**config.mk**
```make
export PLATFORM = sky130hd
export DESIGN_NAME = iom_mapper_top
export DESIGN_NICKNAME = d
export VERILOG_FILES = /design/src/include/iom_pkg.sv /design/src/include/iom_img_if.sv /design/src/rtl/iom_in_packer.sv /design/src/rtl/iom_mapper_top.sv
export VERILOG_INCLUDE_DIRS = /design/src /design/src/include
export SDC_FILE = /design/constraint.sdc
export NUM_CORES = 1
export LEC_CHECK = 0
export BUFFER_PORTS_ARGS = -buffer_cell sky130_fd_sc_hd__buf_2
export CAP_MARGIN = 40
export CORE_MARGIN = 2
export CORE_UTILIZATION = 54
export CTS_CLUSTER_SIZE = 20
export DETAILED_ROUTE_END_ITERATION = 10
export MAX_ROUTING_LAYER = met4
export PLACE_DENSITY = 0.85
export SLEW_MARGIN = 20
export SYNTH_ARGS = -nofsm -noshare
export SYNTH_HDL_FRONTEND = slang
export SYNTH_SLANG_ARGS = --single-unit
```
**constraint.sdc**
```tcl
create_clock -name CLOCK -period 2.8 [get_ports CLOCK]
set_input_delay 0.56 -clock CLOCK [delete_from_list [all_inputs] [get_ports CLOCK]]
set_output_delay 0.56 -clock CLOCK [all_outputs]
set_load 0.02 [all_outputs]
```
**src/include/iom_regs.svh**
```systemverilog
// register offsets, image indexes and field positions of the image mapper
// assumes a 32-bit apb slave with one aligned word per register
`ifndef IOM_REGS_SVH
`define IOM_REGS_SVH

// byte address regions
`define IOM_IN_BASE 2'b00
`define IOM_OUT_BASE 2'b01
`define IOM_CFG_BASE 2'b10
// configuration and status registers inside the cfg region (word index)
`define IOM_AICTRL_LO 4'h0
`define IOM_AICTRL_HI 4'h1
`define IOM_AISTAT_LO 4'h2
`define IOM_AISTAT_HI 4'h3
`define IOM_MODE_STAT 4'h4
// input image word counts per field-module layout
`define IOM_IN_WORDS_PLAIN 4'h7
`define IOM_IN_WORDS_MBX 4'hb
// input image word indexes
`define IOM_IW_AI1_MEAS 0
`define IOM_IW_AI1_REF 1
`define IOM_IW_AI2_CH1 2
`define IOM_IW_AI2_CH2 3
`define IOM_IW_FP_BASE 4
`define IOM_IW_DI_PLAIN 6
`define IOM_IW_MBX_STAT 4
`define IOM_IW_MBX_RESP 5
`define IOM_IW_MBX_CH1 8
`define IOM_IW_MBX_CH2 9
`define IOM_IW_DI_MBX 10
// output image word indexes
`define IOM_OW_DO16_PLAIN 4'h0
`define IOM_OW_DIO_PLAIN 4'h1
`define IOM_OW_MBX_UNUSED0 4'h4
`define IOM_OW_MBX_UNUSED1 4'h5
`define IOM_OW_DO16_MBX 4'h6
`define IOM_OW_DIO_MBX 4'h7
// widths
`define IOM_AI_CHANNELS 5
`define IOM_PIN_WIDTH 201
// reset values
`define IOM_RST_BYTE 8'h00
`define IOM_RST_WORD 16'h0000

`endif

```
**src/include/iom_pkg.sv**
```systemverilog
// types shared by the image mapper modules
// assumes iom_regs.svh is on the include path
package iom_pkg;
   typedef logic [15:0] iom_word_t;
   typedef logic [10:0][15:0] iom_in_img_t;
   typedef enum logic [2:0] {
      OS_CTRL = 3'b000,
      OS_REQ0 = 3'b001,
      OS_REQ1 = 3'b010,
      OS_REQ2 = 3'b011,
      OS_UNUSED = 3'b100,
      OS_DO16 = 3'b101,
      OS_DIO = 3'b110,
      OS_NONE = 3'b111
   } iom_out_slot_e;
endpackage

```
**src/include/iom_img_if.sv**
```systemverilog
// bundle between the top and the input image packer
// assumes all sources are already in the CLOCK domain
`timescale 1ns/1ps
interface iom_img_if;
   import iom_pkg::*;
   logic clk;
   logic rst_n;
   logic mailbox_mode;
   iom_word_t ai1_meas;
   iom_word_t ai1_ref;
   iom_word_t ai2_ch1;
   iom_word_t ai2_ch2;
   iom_word_t fp_ch1;
   iom_word_t fp_ch2;
   logic [7:0] module_status_byte;
   logic [47:0] mailbox_response_byte;
   logic [7:0] input_channel_bit;
   iom_in_img_t img;
   modport src (output clk, rst_n, mailbox_mode, ai1_meas, ai1_ref, ai2_ch1,
      ai2_ch2, fp_ch1, fp_ch2, module_status_byte, mailbox_response_byte,
      input_channel_bit, input img);
   modport packer (input clk, rst_n, mailbox_mode, ai1_meas, ai1_ref,
      ai2_ch1, ai2_ch2, fp_ch1, fp_ch2, module_status_byte,
      mailbox_response_byte, input_channel_bit, output img);
endinterface

```
**src/rtl/iom_in_packer.sv**
```systemverilog
// packs analog words, field-module words and digital inputs into the
// input image; assumes synchronised sources from the top
`timescale 1ns/1ps
`include "iom_regs.svh"
module iom_in_packer
   import iom_pkg::*;
(
   // image sources and result
   iom_img_if.packer bus
);
   wire mbx = bus.mailbox_mode;
   wire [15:0] di_word = {8'h00, bus.input_channel_bit};
   wire [15:0] stat_word = {8'h00, bus.module_status_byte};

   // analog words come first, digital byte last
   assign bus.img[`IOM_IW_AI1_MEAS] = bus.ai1_meas;
   assign bus.img[`IOM_IW_AI1_REF] = bus.ai1_ref;
   assign bus.img[`IOM_IW_AI2_CH1] = bus.ai2_ch1;
   assign bus.img[`IOM_IW_AI2_CH2] = bus.ai2_ch2;
   // field module: two plain words or status, mailbox, values
   assign bus.img[4] = mbx ? stat_word : bus.fp_ch1;
   assign bus.img[5] = mbx ? bus.mailbox_response_byte[15:0]
                           : bus.fp_ch2;
   assign bus.img[6] = mbx ? bus.mailbox_response_byte[31:16]
                           : di_word;
   assign bus.img[7] = mbx ? bus.mailbox_response_byte[47:32]
                           : `IOM_RST_WORD;
   assign bus.img[`IOM_IW_MBX_CH1] = mbx ? bus.fp_ch1 : `IOM_RST_WORD;
   assign bus.img[`IOM_IW_MBX_CH2] = mbx ? bus.fp_ch2 : `IOM_RST_WORD;
   assign bus.img[`IOM_IW_DI_MBX] = mbx ? di_word : `IOM_RST_WORD;
endmodule

```
**src/rtl/iom_mapper_top.sv**
```systemverilog
// process image mapper: apb slave holding input and output images
// assumes an apb3 master on CLOCK and asynchronous module pins
`timescale 1ns/1ps
`include "iom_regs.svh"
module iom_mapper_top
   import iom_pkg::*;
(
   // clock and reset
   input wire logic CLOCK,
   input wire logic RST_N,
   // apb slave
   input wire logic PSEL,
   input wire logic PENABLE,
   input wire logic PWRITE,
   input wire logic [7:0] PADDR,
   input wire logic [31:0] PWDATA,
   output logic [31:0] PRDATA,
   output logic PREADY,
   output logic PSLVERR,
   // analog input values
   input wire logic [15:0] AI_SINGLE_MEAS,
   input wire logic [15:0] AI_SINGLE_REF,
   input wire logic [15:0] AI_DUAL_CH1,
   input wire logic [15:0] AI_DUAL_CH2,
   input wire logic [15:0] FP_CH1,
   input wire logic [15:0] FP_CH2,
   // analog per-channel control and status
   input wire logic [39:0] AI_STATUS,
   output logic [39:0] AI_CONTROL,
   // field-protocol module mailbox
   input wire logic FP_MAILBOX_MODE,
   input wire logic [7:0] FP_MODULE_STATUS_BYTE,
   input wire logic [47:0] FP_MAILBOX_RESPONSE_BYTE,
   output logic [7:0] FP_MODULE_CONTROL_BYTE,
   output logic [47:0] FP_MAILBOX_REQUEST_BYTE,
   // digital modules
   input wire logic [7:0] INPUT_CHANNEL_BIT,
   output logic [15:0] DO16_CHANNEL,
   output logic [7:0] DIO_OUT_CHANNEL
);
   iom_img_if img_bus ();

   // output image slot for a word index under the current layout
   function automatic iom_out_slot_e out_slot(input logic [3:0] idx,
                                              input logic mbx);
      iom_out_slot_e s;
      s = OS_NONE;
      if (mbx) begin
         case (idx)
            4'h0: s = OS_CTRL;
            4'h1: s = OS_REQ0;
            4'h2: s = OS_REQ1;
            4'h3: s = OS_REQ2;
            `IOM_OW_MBX_UNUSED0: s = OS_UNUSED;
            `IOM_OW_MBX_UNUSED1: s = OS_UNUSED;
            `IOM_OW_DO16_MBX: s = OS_DO16;
            `IOM_OW_DIO_MBX: s = OS_DIO;
            default: s = OS_NONE;
         endcase
      end else begin
         case (idx)
            `IOM_OW_DO16_PLAIN: s = OS_DO16;
            `IOM_OW_DIO_PLAIN: s = OS_DIO;
            default: s = OS_NONE;
         endcase
      end
      return s;
   endfunction

   // two-stage synchroniser for every pin input
   logic [`IOM_PIN_WIDTH-1:0] pin_meta;
   logic [`IOM_PIN_WIDTH-1:0] pin_sync;
   wire [`IOM_PIN_WIDTH-1:0] pin_raw = {AI_SINGLE_MEAS, AI_SINGLE_REF,
      AI_DUAL_CH1, AI_DUAL_CH2, FP_CH1, FP_CH2, AI_STATUS, FP_MAILBOX_MODE,
      FP_MODULE_STATUS_BYTE, FP_MAILBOX_RESPONSE_BYTE, INPUT_CHANNEL_BIT};

   always_ff @(posedge CLOCK or negedge RST_N) begin
      if (!RST_N) begin
         pin_meta <= '0;
         pin_sync <= '0;
      end else begin
         pin_meta <= pin_raw;
         pin_sync <= pin_meta;
      end
   end

   // synchronised pins unpacked into the packer bundle
   wire [39:0] ai_status_s = pin_sync[104:65];
   wire mbx = pin_sync[64];
   assign img_bus.clk = CLOCK;
   assign img_bus.rst_n = RST_N;
   assign img_bus.ai1_meas = pin_sync[200:185];
   assign img_bus.ai1_ref = pin_sync[184:169];
   assign img_bus.ai2_ch1 = pin_sync[168:153];
   assign img_bus.ai2_ch2 = pin_sync[152:137];
   assign img_bus.fp_ch1 = pin_sync[136:121];
   assign img_bus.fp_ch2 = pin_sync[120:105];
   assign img_bus.mailbox_mode = mbx;
   assign img_bus.module_status_byte = pin_sync[63:56];
   assign img_bus.mailbox_response_byte = pin_sync[55:8];
   assign img_bus.input_channel_bit = pin_sync[7:0];

   iom_in_packer u_packer (
      .bus (img_bus)
   );

   // address decode
   wire [3:0] idx = PADDR[5:2];
   wire aligned = PADDR[1:0] == 2'b00;
   wire in_reg = aligned && PADDR[7:6] == `IOM_IN_BASE;
   wire out_reg = aligned && PADDR[7:6] == `IOM_OUT_BASE;
   wire cfg_reg = aligned && PADDR[7:6] == `IOM_CFG_BASE;
   wire [3:0] in_words = mbx ? `IOM_IN_WORDS_MBX : `IOM_IN_WORDS_PLAIN;
   wire in_hit = in_reg && idx < in_words;
   wire iom_out_slot_e slot = out_reg ? out_slot(idx, mbx) : OS_NONE;
   wire out_hit = slot != OS_NONE;
   wire cfg_hit = cfg_reg && idx <= `IOM_MODE_STAT;
   wire cfg_wr_ok = idx == `IOM_AICTRL_LO || idx == `IOM_AICTRL_HI;
   wire next_err = !(out_hit || (in_hit && !PWRITE)
      || (cfg_hit && (!PWRITE || cfg_wr_ok)));

   // registers that hold the output image and channel configuration
   logic [7:0] ctrl_byte;
   logic [47:0] req;
   logic [15:0] do16;
   logic [7:0] dio_out;
   logic [39:0] ai_ctrl;

   // read data selection
   wire [15:0] in_word = img_bus.img[idx];
   wire [31:0] out_rd =
      slot == OS_CTRL ? {24'h000000, ctrl_byte} :
      slot == OS_REQ0 ? {16'h0000, req[15:0]} :
      slot == OS_REQ1 ? {16'h0000, req[31:16]} :
      slot == OS_REQ2 ? {16'h0000, req[47:32]} :
      slot == OS_DO16 ? {16'h0000, do16} :
      slot == OS_DIO ? {24'h000000, dio_out} : 32'h00000000;
   wire [31:0] cfg_rd =
      idx == `IOM_AICTRL_LO ? ai_ctrl[31:0] :
      idx == `IOM_AICTRL_HI ? {24'h000000, ai_ctrl[39:32]} :
      idx == `IOM_AISTAT_LO ? ai_status_s[31:0] :
      idx == `IOM_AISTAT_HI ? {24'h000000, ai_status_s[39:32]} :
      idx == `IOM_MODE_STAT ? {28'h0000000, in_words} : 32'h00000000;
   wire [31:0] next_rdata = next_err ? 32'h00000000 :
      in_reg ? {16'h0000, in_word} :
      out_reg ? out_rd : cfg_rd;

   // one wait state: pready rises the cycle after the access phase opens
   wire acc = PSEL && PENABLE;
   wire take = acc && !PREADY;
   wire wr_fire = acc && PREADY && PWRITE && !PSLVERR;

   always_ff @(posedge CLOCK or negedge RST_N) begin
      if (!RST_N) begin
         PREADY <= 1'b0;
         PSLVERR <= 1'b0;
         PRDATA <= 32'h00000000;
      end else begin
         PREADY <= take;
         PSLVERR <= take && next_err;
         PRDATA <= take ? next_rdata : 32'h00000000;
      end
   end

   // output image writes; unused slots and high bytes are dropped
   wire wr_ctrl = wr_fire && slot == OS_CTRL;
   wire wr_do16 = wr_fire && slot == OS_DO16;
   wire wr_dio = wr_fire && slot == OS_DIO;
   wire wr_ai_lo = wr_fire && cfg_reg && idx == `IOM_AICTRL_LO;
   wire wr_ai_hi = wr_fire && cfg_reg && idx == `IOM_AICTRL_HI;

   always_ff @(posedge CLOCK or negedge RST_N) begin
      if (!RST_N) begin
         ctrl_byte <= `IOM_RST_BYTE;
         do16 <= `IOM_RST_WORD;
         dio_out <= `IOM_RST_BYTE;
      end else begin
         if (wr_ctrl) ctrl_byte <= PWDATA[7:0];
         if (wr_do16) do16 <= PWDATA[15:0];
         if (wr_dio) dio_out <= PWDATA[7:0];
      end
   end

   // mailbox request words, low byte first in each word
   genvar g;
   generate
      for (g = 0; g < 3; g++) begin : g_req
         always_ff @(posedge CLOCK or negedge RST_N) begin
            if (!RST_N) begin
               req[16*g +: 16] <= `IOM_RST_WORD;
            end else if (wr_fire && slot == iom_out_slot_e'(g + 1)) begin
               req[16*g +: 16] <= PWDATA[15:0];
            end
         end
      end
   endgenerate

   // channel control bits are configuration only
   always_ff @(posedge CLOCK or negedge RST_N) begin
      if (!RST_N) begin
         ai_ctrl <= '0;
      end else begin
         if (wr_ai_lo) ai_ctrl[31:0] <= PWDATA;
         if (wr_ai_hi) ai_ctrl[39:32] <= PWDATA[7:0];
      end
   end

   assign DO16_CHANNEL = do16;
   assign DIO_OUT_CHANNEL = dio_out;
   assign FP_MODULE_CONTROL_BYTE = ctrl_byte;
   assign FP_MAILBOX_REQUEST_BYTE = req;
   assign AI_CONTROL = ai_ctrl;
endmodule

```
== Word-level counts from Yosys, hierarchy flattened ==
Memory sizes are Yosys's and may differ from the RTL's.
Index checks and enable logic that the tools add are counted.

* Reduce and logical (&&, ||, !) cells: 34
* Order comparisons: 3
* Muxes and demuxes: 29
* Equality and inequality tests: 12

{| class="wikitable"
|+ Operators by type and width
! cell !! number
|-
| two-way mux 32 bit || 7
|-
| two-way mux 16 bit || 12
|-
| binary-select mux 16 bit (select 4 bit) || 1
|-
| two-way mux 8 bit || 3
|-
| logical AND 1 bit || 22
|-
| two-way mux 3 bit || 3
|-
| == test 4 x 2 -> 1 bit (second input constant) || 2
|-
| two-way mux 4 bit || 2
|-
| == test 3 x 2 -> 1 bit (second input constant) || 2
|-
| == test 3 bit (second input constant) || 2
|-
| < comparator 4 x 5 -> 1 bit (second input constant) || 1
|-
| == test 4 x 1 -> 1 bit (second input constant) || 1
|-
| == test 4 x 3 -> 1 bit (second input constant) || 1
|-
| <= comparator 4 x 3 -> 1 bit (second input constant) || 1
|-
| logical NOT 1 bit || 4
|-
| logical NOT 2 bit || 2
|-
| logical NOT 4 bit || 1
|-
| logical OR 1 bit || 4
|-
| < comparator 4 bit || 1
|-
| case mux 2 bit (2 select lines) || 1
|-
| == test 3 x 1 -> 1 bit (second input constant) || 1
|-
| logical NOT 3 bit || 1
|-
| != test 3 bit (second input constant) || 1
|-
| == test 2 x 1 -> 1 bit (second input constant) || 1
|-
| == test 2 bit (second input constant) || 1
|}

* Word-level logic and storage cells: 92
* Input port bits: 246
* Bits in registers: 556
* Output and inout port bits: 154
* Memories kept: 1
* ROM bits: 24

{| class="wikitable"
|+ Memories
! name !! words !! bits a word !! read ports !! clocked after memory_dff !! write ports !! RTL line !! source
|-
| (name not given) || 8 || 3 || 1 || 0 || 0 || iom_mapper_top.sv:49 || <nowiki>case (idx)</nowiki>
|}

== Longest topological paths before layout ==
Gate-level depths: netlist (run 1).

* Depth in word-level cells: 15
* Depth in mapped cells: 10
* Mapped depth without buffers: 6

== Modules after synthesis ==
From an unflattened synthesis (run 1), not the netlist that was laid out.

* Cells, all modules: 1,349
* Area total of the unflattened synthesis: 20,383.3 µm²

{| class="wikitable"
|+ Modules (own cells, without submodules)
! module !! area an instance (µm²) !! times used !! cells each
|-
| iom_mapper_top || 18,961.9 || 1 || 1,161
|-
| iom_in_packer || 1,421.4 || 1 || 188
|}

== Worst setup path after synthesis (run 1) ==
Ideal clock, no wire load.

* Path kind: register to register
* Start: register pin_sync[64]
* End: register PRDATA[10]
* Period minus slack after synthesis: 2.375 ns
* Cell stages (with the launch flop): 10
* Data arrival time: 2.279 ns
* Setup slack: 0.425 ns
* Buffers on the path: 4
* Path through: dfrtp_1 -> buf_4 -> buf_4 -> inv_2 -> buf_2 -> ha_1 -> a2111o_1 -> a31o_2 -> buf_6 -> a311oi_2

* Word-level cells in the longest chain between the ends: 12
* Elaborated cells between the ends (all ways): 31

{| class="wikitable"
|+ RTL lines
! element !! RTL line !! source
|-
| from (decl) || iom_mapper_top.sv:72 || <nowiki>logic [`IOM_PIN_WIDTH-1:0] pin_sync;</nowiki>
|-
| from (signal assigned) || iom_mapper_top.sv:83 || <nowiki>pin_sync <= pin_meta;</nowiki>
|-
| two-way mux 3 bit || iom_mapper_top.sv:48 || <nowiki>if (mbx) begin</nowiki>
|-
| two-way mux 3 bit || iom_mapper_top.sv:115 || <nowiki>wire iom_out_slot_e slot = out_reg ? out_slot(idx, mbx) : OS_NONE;</nowiki>
|-
| == test 3 bit || iom_mapper_top.sv:136 || <nowiki>slot == OS_DO16 ? {16'h0000, do16} :</nowiki>
|-
| two-way mux 16 bit || iom_mapper_top.sv:136 ||
|-
| two-way mux 16 bit || iom_mapper_top.sv:135 || <nowiki>slot == OS_REQ2 ? {16'h0000, req[47:32]} :</nowiki>
|-
| two-way mux 16 bit || iom_mapper_top.sv:134 || <nowiki>slot == OS_REQ1 ? {16'h0000, req[31:16]} :</nowiki>
|-
| two-way mux 16 bit || iom_mapper_top.sv:133 || <nowiki>slot == OS_REQ0 ? {16'h0000, req[15:0]} :</nowiki>
|-
| two-way mux 16 bit || iom_mapper_top.sv:132 || <nowiki>slot == OS_CTRL ? {24'h000000, ctrl_byte} :</nowiki>
|-
| two-way mux 32 bit || iom_mapper_top.sv:146 || <nowiki>out_reg ? out_rd : cfg_rd;</nowiki>
|-
| two-way mux 32 bit || iom_mapper_top.sv:145 || <nowiki>in_reg ? {16'h0000, in_word} :</nowiki>
|-
| two-way mux 32 bit (*) || iom_mapper_top.sv:144 || <nowiki>wire [31:0] next_rdata = next_err ? 32'h00000000 :</nowiki>
|-
| two-way mux 32 bit (*) || iom_mapper_top.sv:161 || <nowiki>PRDATA <= take ? next_rdata : 32'h00000000;</nowiki>
|-
| to (signal assigned) || iom_mapper_top.sv:161 ||
|-
| to (decl) || iom_mapper_top.sv:17 || <nowiki>output logic [31:0] PRDATA,</nowiki>
|}

Mark *: on every way between the ends. The rest lies on a longest branch, timed or not. The select of a mux whose other input is x is not followed.
A chain may end at the register's enable or synchronous reset.

== Worst setup path in the final report (run 1) ==
* Start: register pin_sync[64]
* End: register ctrl_byte[5], in the netlist FP_MODULE_CONTROL_BYTE[5]

* Word-level cells in the longest chain between the ends: 4

{| class="wikitable"
|+ RTL lines
! element !! RTL line !! source
|-
| two-way mux 3 bit || iom_mapper_top.sv:48 ||
|-
| two-way mux 3 bit || iom_mapper_top.sv:115 ||
|-
| logical NOT 3 bit || iom_mapper_top.sv:166 || <nowiki>wire wr_ctrl = wr_fire && slot == OS_CTRL;</nowiki>
|-
| logical AND 1 bit || iom_mapper_top.sv:166 ||
|-
| to (signal assigned) || iom_mapper_top.sv:174 || <nowiki>ctrl_byte <= `IOM_RST_BYTE;</nowiki>
|-
| to (signal assigned) || iom_mapper_top.sv:178 || <nowiki>if (wr_ctrl) ctrl_byte <= PWDATA[7:0];</nowiki>
|-
| to (decl) || iom_mapper_top.sv:123 || <nowiki>logic [7:0] ctrl_byte;</nowiki>
|}

Every way passes these cells.

==> flow_metrics.tcl, run 1 <==
set metrics [dict create \
    drive_above_1_share_pct 42.6 \
    reg2reg_from "pin_sync[64]$_DFF_PN0_" \
    wl_per_cell_um 26.1 \
    crit_chain "buf_4 > nor4b_2 > a211oi_2 > buf_4 > nor2_2 > nand3_1 > mux2_2" \
    synthFlopType "dfrtp_1" \
    cts_root_buf "clkbuf_16" \
    timing.rr.end "FP_MODULE_CONTROL_BYTE[5]$_DFFE_PN0P_" \
    htreeDepth 2 \
    path_buf_inv 2 \
    grt_overflow 0 \
    rsz0062_at_grt "no" \
    nNetsFinal 1946 \
    syn2layout_area_growth_pct 24.4 \
    tns_ps 0 \
    track_usage_pct 31.9 \
    status "complete, no violations" \
    drcViolationCount 0 \
    synth_seq_cells 556 \
    critPathTopFamily "simple AND/OR/NAND/NOR gates" \
    async_flop_share_pct 100 \
    worstPathRequired_ps 3270 \
    die_x_um 194 \
    fin_ws_ps 392 \
    antenna_found_initial 3 \
    antenna_left 0 \
    critPathMaxFanout 12 \
    fmax_mhz 415 \
    rows 69 \
    ys_types 88 \
    dp_hpwl_mm 41.2 \
    grt_pass1_wl_mm 86.2 \
    vdd_drop_max_v 0.000919 \
    cap_violations 0 \
    tritoncts "built" \
    clkLatencyLatePin_ps 600 \
    min-delay-start "AI_SINGLE_MEAS[11]" \
    slew_headroom_pct 50.6 \
    start_kind "flip-flop" \
    grt_pass1_vias 13547 \
    rr_worst_depth 7 \
    skew_ps 25.5 \
    area.sequential_um2 13900 \
    io_buffer_count 399 \
    drtPass1Iterations 5 \
    clk_pin_slew_ps 60 \
    netlist_instances 1240 \
    die_h_um 194 \
    ys_seq_area_share_pct 71.6 \
    clk_path_buf_depth 3 \
    cpMostUsedCell "buf_4" \
    cp_slowest_cell "dfrtp_2" \
    drt_iter0_drc 1030 \
    num-fill-cells 2426 \
    finalSetupViolations 0 \
    rrSetupSlack_ps 390 \
    wl_mm 57.6 \
    tightestPinTransition_ps 735 \
    gp_congestion 0.942 \
    max_stage_delay_ps 470 \
    avgSynthCellArea_um2 15.7 \
    postCtsResizedCells 0 \
    io_pins 400 \
    grt_max_degree 134 \
    min_path_cells 1 \
    vias 12856 \
    start_util_pct 54.8 \
    finalHoldViolCount 0 \
    syn-num-nets 1488 \
    via_per_inst 5.83 \
    layout_commonest_cell "dfrtp_1" \
    powerDensity_nw_per_um2 698 \
    min_period_ps 2410 \
    dieArea_um2 37500 \
    mostFrequentLayoutCells "555 x dfrtp_1, 396 x buf_2, 139 x mux2_2" \
    holdPathEnd "pin_meta[196]$_DFF_PN0_" \
    cp-end-kind "flip-flop" \
    synthesis.area_um2 19400 \
    crit_arrival_ps 2880 \
    core_area_um2 35500 \
    hold_path_class "primary input to flip-flop" \
    multi_input_area_um2 5120 \
    cts_sinks 556 \
    dp_slack_ps 123 \
    final.period_utilization_pct 86.0 \
    cts_buffers 53 \
    ys.warnings.count 0 \
    synth-edff-count 0 \
    drv_slew 0 \
    leakage_uw 0.0119 \
    critical_path_class "flip-flop to flip-flop" \
]
==> logic make-up after synthesis <==
kind of cell / after synthesis / synth area share, %
buffers and inverters: 73 / 2.07
flip-flops: 556 / 71.6
AO/OA/AOI/OAI: 230 / 8.91
AND/OR/NAND/NOR: 175 / 5.11
adder cells (fa/ha/maj): 2 / 0.129
XOR/XNOR: 2 / 0.0902
multiplexers: 202 / 12.1
==> sequential cells by signal (all words and copies together) (netlist names), 8 cells and up <==
register                 flops
DO16_CHANNEL                16
AI_CONTROL                  40
pin_sync                   201
PRDATA                      32
pin_meta                   201
FP_MODULE_CONTROL_BYTE       8
DIO_OUT_CHANNEL              8
FP_MAILBOX_REQUEST_BYTE     48
==> how the worst max path moves through the flow <==
stage / endpoint / startpoint / cells after the start
after floorplan: PRDATA[10]$_DFF_PN0_ / pin_sync[64]$_DFF_PN0_ / 9
after global placement: PRDATA[13]$_DFF_PN0_ / PADDR[3] / 9
after detailed placement: PRDATA[13]$_DFF_PN0_ / PADDR[3] / 9
after CTS: PRDATA[13]$_DFF_PN0_ / pin_sync[64]$_DFF_PN0_ / 7
after global routing: FP_MODULE_CONTROL_BYTE[2]$_DFFE_PN0P_ / pin_sync[64]$_DFF_PN0_ / 7
final: FP_MODULE_CONTROL_BYTE[5]$_DFFE_PN0P_ / pin_sync[64]$_DFF_PN0_ / 7
==> power breakdown <==
group	total, uW	leakage [uW]	internal [uW]	switching, uW
Combinational	1000	0.00414	379	621
Sequential	8450	0.00683	8330	120
Clock	7400	0.000900	4370	3030
==> cell type report <==
class,count,area share (%)
diodes,5,0.0518
clock buffers,72,6.29
inverters,6,0.0932
multi-input cells,611,21.2
repair buffers,470,11.1
flip-flops and latches,556,57.6
well taps,461,2.39
clock inverters,23,1.28
==> synth_stat cells (all sizes together) (10+ instances only) <==
master | n | area, um2
dfrtp | 556 | 13900
mux2 | 140 | 1580
nor2 | 56 | 220
buf | 53 | 327
mux2i | 50 | 500
o21ai | 35 | 175
nand2 | 33 | 126
a22oi | 32 | 245
a21oi | 21 | 105
o221ai | 16 | 140
clkbuf | 14 | 52.6
a211oi | 13 | 108
a31oi | 13 | 81.3
nand3 | 13 | 82.6
mux4 | 12 | 270
nor3 | 12 | 65.1
a221oi | 11 | 96.3
nand2b | 10 | 62.6
o22ai | 10 | 62.6
==> routing by layer <==
metal  routed length [um]  GRT usage (%)  share of wire [%]  up-vias
met5                    0              -                  0        -
li1                     -              -                  -     5443
met2                28400           50.6                 49      679
met3                 4230           5.93                7.3      110
met4                 1910           10.6                3.3        0
met1                23000           42.3                 40     6624
==> per-stage QoR <==
stage	hold WS [ps]	area (um2)	instances	utilization [%]	total power (uW)
finish	64.3	24200	2204	68.1	16900
global route	31.8	24200	2202	68.1	17400
CTS	34.5	24200	2199	68.1	17000
detailed placement	335	22300	2103	62.9	9580
global placement	332	22300	2103	62.9	9550
floorplan	264	19400	1240	-	8940
==> what timing repair did <==
item | CTS | global route
setup buffers | 0 | 0
hold endpoints to repair | 10 | 0
hold buffers | 1 | 0
Note: power is estimated with default switching activity, not from simulation.
==> run 2, diff against run 1 <==
Settings changed: ABC_AREA from default to 1, CORE_UTILIZATION 54 to 55, CTS_CLUSTER_DIAMETER from default to 100, PLACE_DENSITY 0.85 to 0.86, SYNTH_HIERARCHICAL from default to 1.
==> run 2 against run 1 <==
Total power down 18%. Setup slack worse by 47 ps. Worst hold slack worse by 20 ps. Clock skew down 9.1 ps. Clock power down 39%. Sequential share of layout area up 2.4 points. Synthesized cell count up 47%. Sequential power about the same. Synthesized area up 3.3%. Via count up 10%. Largest cell class unchanged. Largest power group unchanged.
==> flow_metrics.tcl, run 2 <==
set metrics [dict create \
    status "complete, no violations" \
    cts_buffers 31 \
    final.period_utilization_pct 87.7 \
    total_power_uw 13900 \
    hold_path_class "primary input to flip-flop" \
    cp-end-kind "flip-flop" \
    drive_above_1_share_pct 25.7 \
    synth.top_cell.area_share_pct 69.3 \
    yosysTopAreaCell "dfrtp_1" \
    tightestPinTransition_ps 678 \
    io_buffer_count 399 \
    synth-edff-count 0 \
    antenna_left 0 \
    powerDensity_nw_per_um2 599 \
    synthFlopType "dfrtp_1" \
    via_per_inst 5.38 \
    wl_per_cell_um 21.0 \
    skew_ps 16.4 \
    rows 69 \
    slew_headroom_pct 54.8 \
    netlist_instances 1818 \
    start_util_pct 56.2 \
    track_usage_pct 30.4 \
    critical_path_class "flip-flop to flip-flop" \
    leakage_uw 0.0121 \
    fmax_mhz 407 \
    synthTopCellsByCount "556 x dfrtp_1, 485 x nand2_1, 145 x inv_1" \
    wl_mm 55.6 \
    nNetsFinal 2416 \
    gp_congestion 0.930 \
    syn2layout_area_growth_pct 15.5 \
    grt_max_degree 85 \
    drcViolationCount 0 \
    grt_pass1_vias 14323 \
    hold_ws_ps 44.2 \
    drv_slew 0 \
    cts-hold-fix-buffers 1 \
    min_period_ps 2460 \
    cts_sinks 556 \
    core_area_um2 35700 \
    tritoncts "built" \
    mostFrequentLayoutCells "555 x dfrtp_1, 485 x nand2_1, 398 x buf_2" \
    dieArea_um2 38000 \
    synth.most_common_cell "dfrtp_1" \
    synth_seq_cells 556 \
    dp_hpwl_mm 41.3 \
    cap_violations 0 \
    htreeDepth 1 \
    ys_seq_area_share_pct 69.3 \
    finalHoldViolCount 0 \
    drtPass1Iterations 5 \
    async_flop_share_pct 100 \
    layout_commonest_cell "dfrtp_1" \
    drt_iter0_drc 1129 \
    avgSynthCellArea_um2 11.0 \
    rsz0062_at_grt "no" \
    antenna_found_initial 12 \
    final_area_um2 23200 \
    fin_ws_ps 345 \
    ys_types 43 \
    num-fill-cells 2799 \
    vias 14205 \
    vdd_drop_max_v 0.000671 \
    clk_pin_slew_ps 90 \
    start_kind "flip-flop" \
    crit_arrival_ps 2990 \
    synthesis.area_um2 20100 \
    yosys-top-cells-area "dfrtp_1 69%, nand2_1 9.1%, buf_4 2.9%, inv_1 2.7%, o21ai_0 2.6%" \
    tns_ps 0 \
    dp_slack_ps 74.3 \
    die_x_um 195 \
    finalSetupViolations 0 \
    die_h_um 195 \
    cts_setup_buffers 0 \
    dpl_cell_area_um2 22300 \
    ys.warnings.count 6 \
    critPathMaxFanout 23 \
    worstPathRequired_ps 3330 \
    clkLatencyLatePin_ps 620 \
    cts_root_buf "clkbuf_16" \
    grt_pass1_wl_mm 84.7 \
    postCtsResizedCells 0 \
    grt_overflow 0 \
    clk_path_buf_depth 3 \
    io_pins 400 \
]
## run 2: cell count changes after synthesis, sizes merged, moves of 13 or more
cell / before / now
nand3: 13 / 51
nand2: 33 / 488
mux2i: 50 / 10
inv: 5 / 154
nand4: 1 / 24
o22ai: 10 / 61
o21ai: 35 / 167
a22oi: 32 / 0
a21oi: 21 / 59
buf: 53 / 112
clkbuf: 14 / 37
o221ai: 16 / 1
mux2: 140 / 16
a31oi: 13 / 0
## run 2: kinds of logic after synthesis
kind of cell	count (synthesis)	synth area share [%]
AOI/OAI and AO/OA	301	8.36
other	1	0.0187
adders and majority gates	2	0.125
muxes	26	1.40
DFF	556	69.3
and+or+nand+nor	629	13.1
buffers and inverters	303	7.70
## run 2: final timing paths
kind / from / to / depth (start not counted) / slack, ps
max: pin_sync[64]$_DFF_PN0_ / PRDATA[6]$_DFF_PN0_ / 10 / 340
min: AI_STATUS[2] / pin_meta[67]$_DFF_PN0_ / 1 / 40
max reg2reg: pin_sync[64]$_DFF_PN0_ / PRDATA[6]$_DFF_PN0_ / 10 / 340
min reg2reg: pin_meta[17]$_DFF_PN0_ / pin_sync[17]$_DFF_PN0_ / 0 / 340
max in group asynchronous: RST_N / pin_meta[11]$_DFF_PN0_ / 3 / 1350
min in group asynchronous: RST_N / AI_CONTROL[20]$_DFFE_PN0P_ / 2 / 510
## run 2: cell type report
cell class | instances | area (um2) | area share [%]
multi-input cells | 966 | 4650 | 20.1
well taps | 461 | 577 | 2.49
clock inverters | 2 | 50.0 | 0.216
inverters | 154 | 578 | 2.49
diodes | 12 | 30.0 | 0.130
clock buffers | 32 | 779 | 3.36
flip-flops and latches | 556 | 13900 | 60.0
repair buffers | 459 | 2600 | 11.2
## run 2: worst max-delay path, stage by stage, from the launching register on
cell and delay (ps):
dfrtp_4 600, inv_2 370, buf_4 270, nand2_1 70, nand2_1 60, o22ai_1 130
o21ai_0 230, nand2_1 70, o21ai_0 270, nand2_1 150, a21oi_1 140
## run 2: power breakdown
part           internal (uW)  leakage (uW)  switching [uW]  total [uW]
combinational            310       0.00492             591         901
clock                   2070      0.000407            2460        4540
sequential              8330       0.00680             126        8450
total                  10700        0.0121            3180       13900
## run 2: stage by stage
stage / utilization, % / cells
finish: 64.9 / 2642
CTS: 64.8 / 2630
global placement: 62.4 / 2595
global route: 64.9 / 2641
detailed placement: 62.4 / 2595
floorplan: - / 1825
## run 2: per-layer routing
layer | wire [um] | track usage (%) | up-vias
li1 | - | - | 6427
met1 | 22000 | 39.8 | 6937
met2 | 26800 | 47.8 | 714
met3 | 4380 | 5.25 | 127
met4 | 2410 | 12.7 | 0
met5 | 0 | - | -
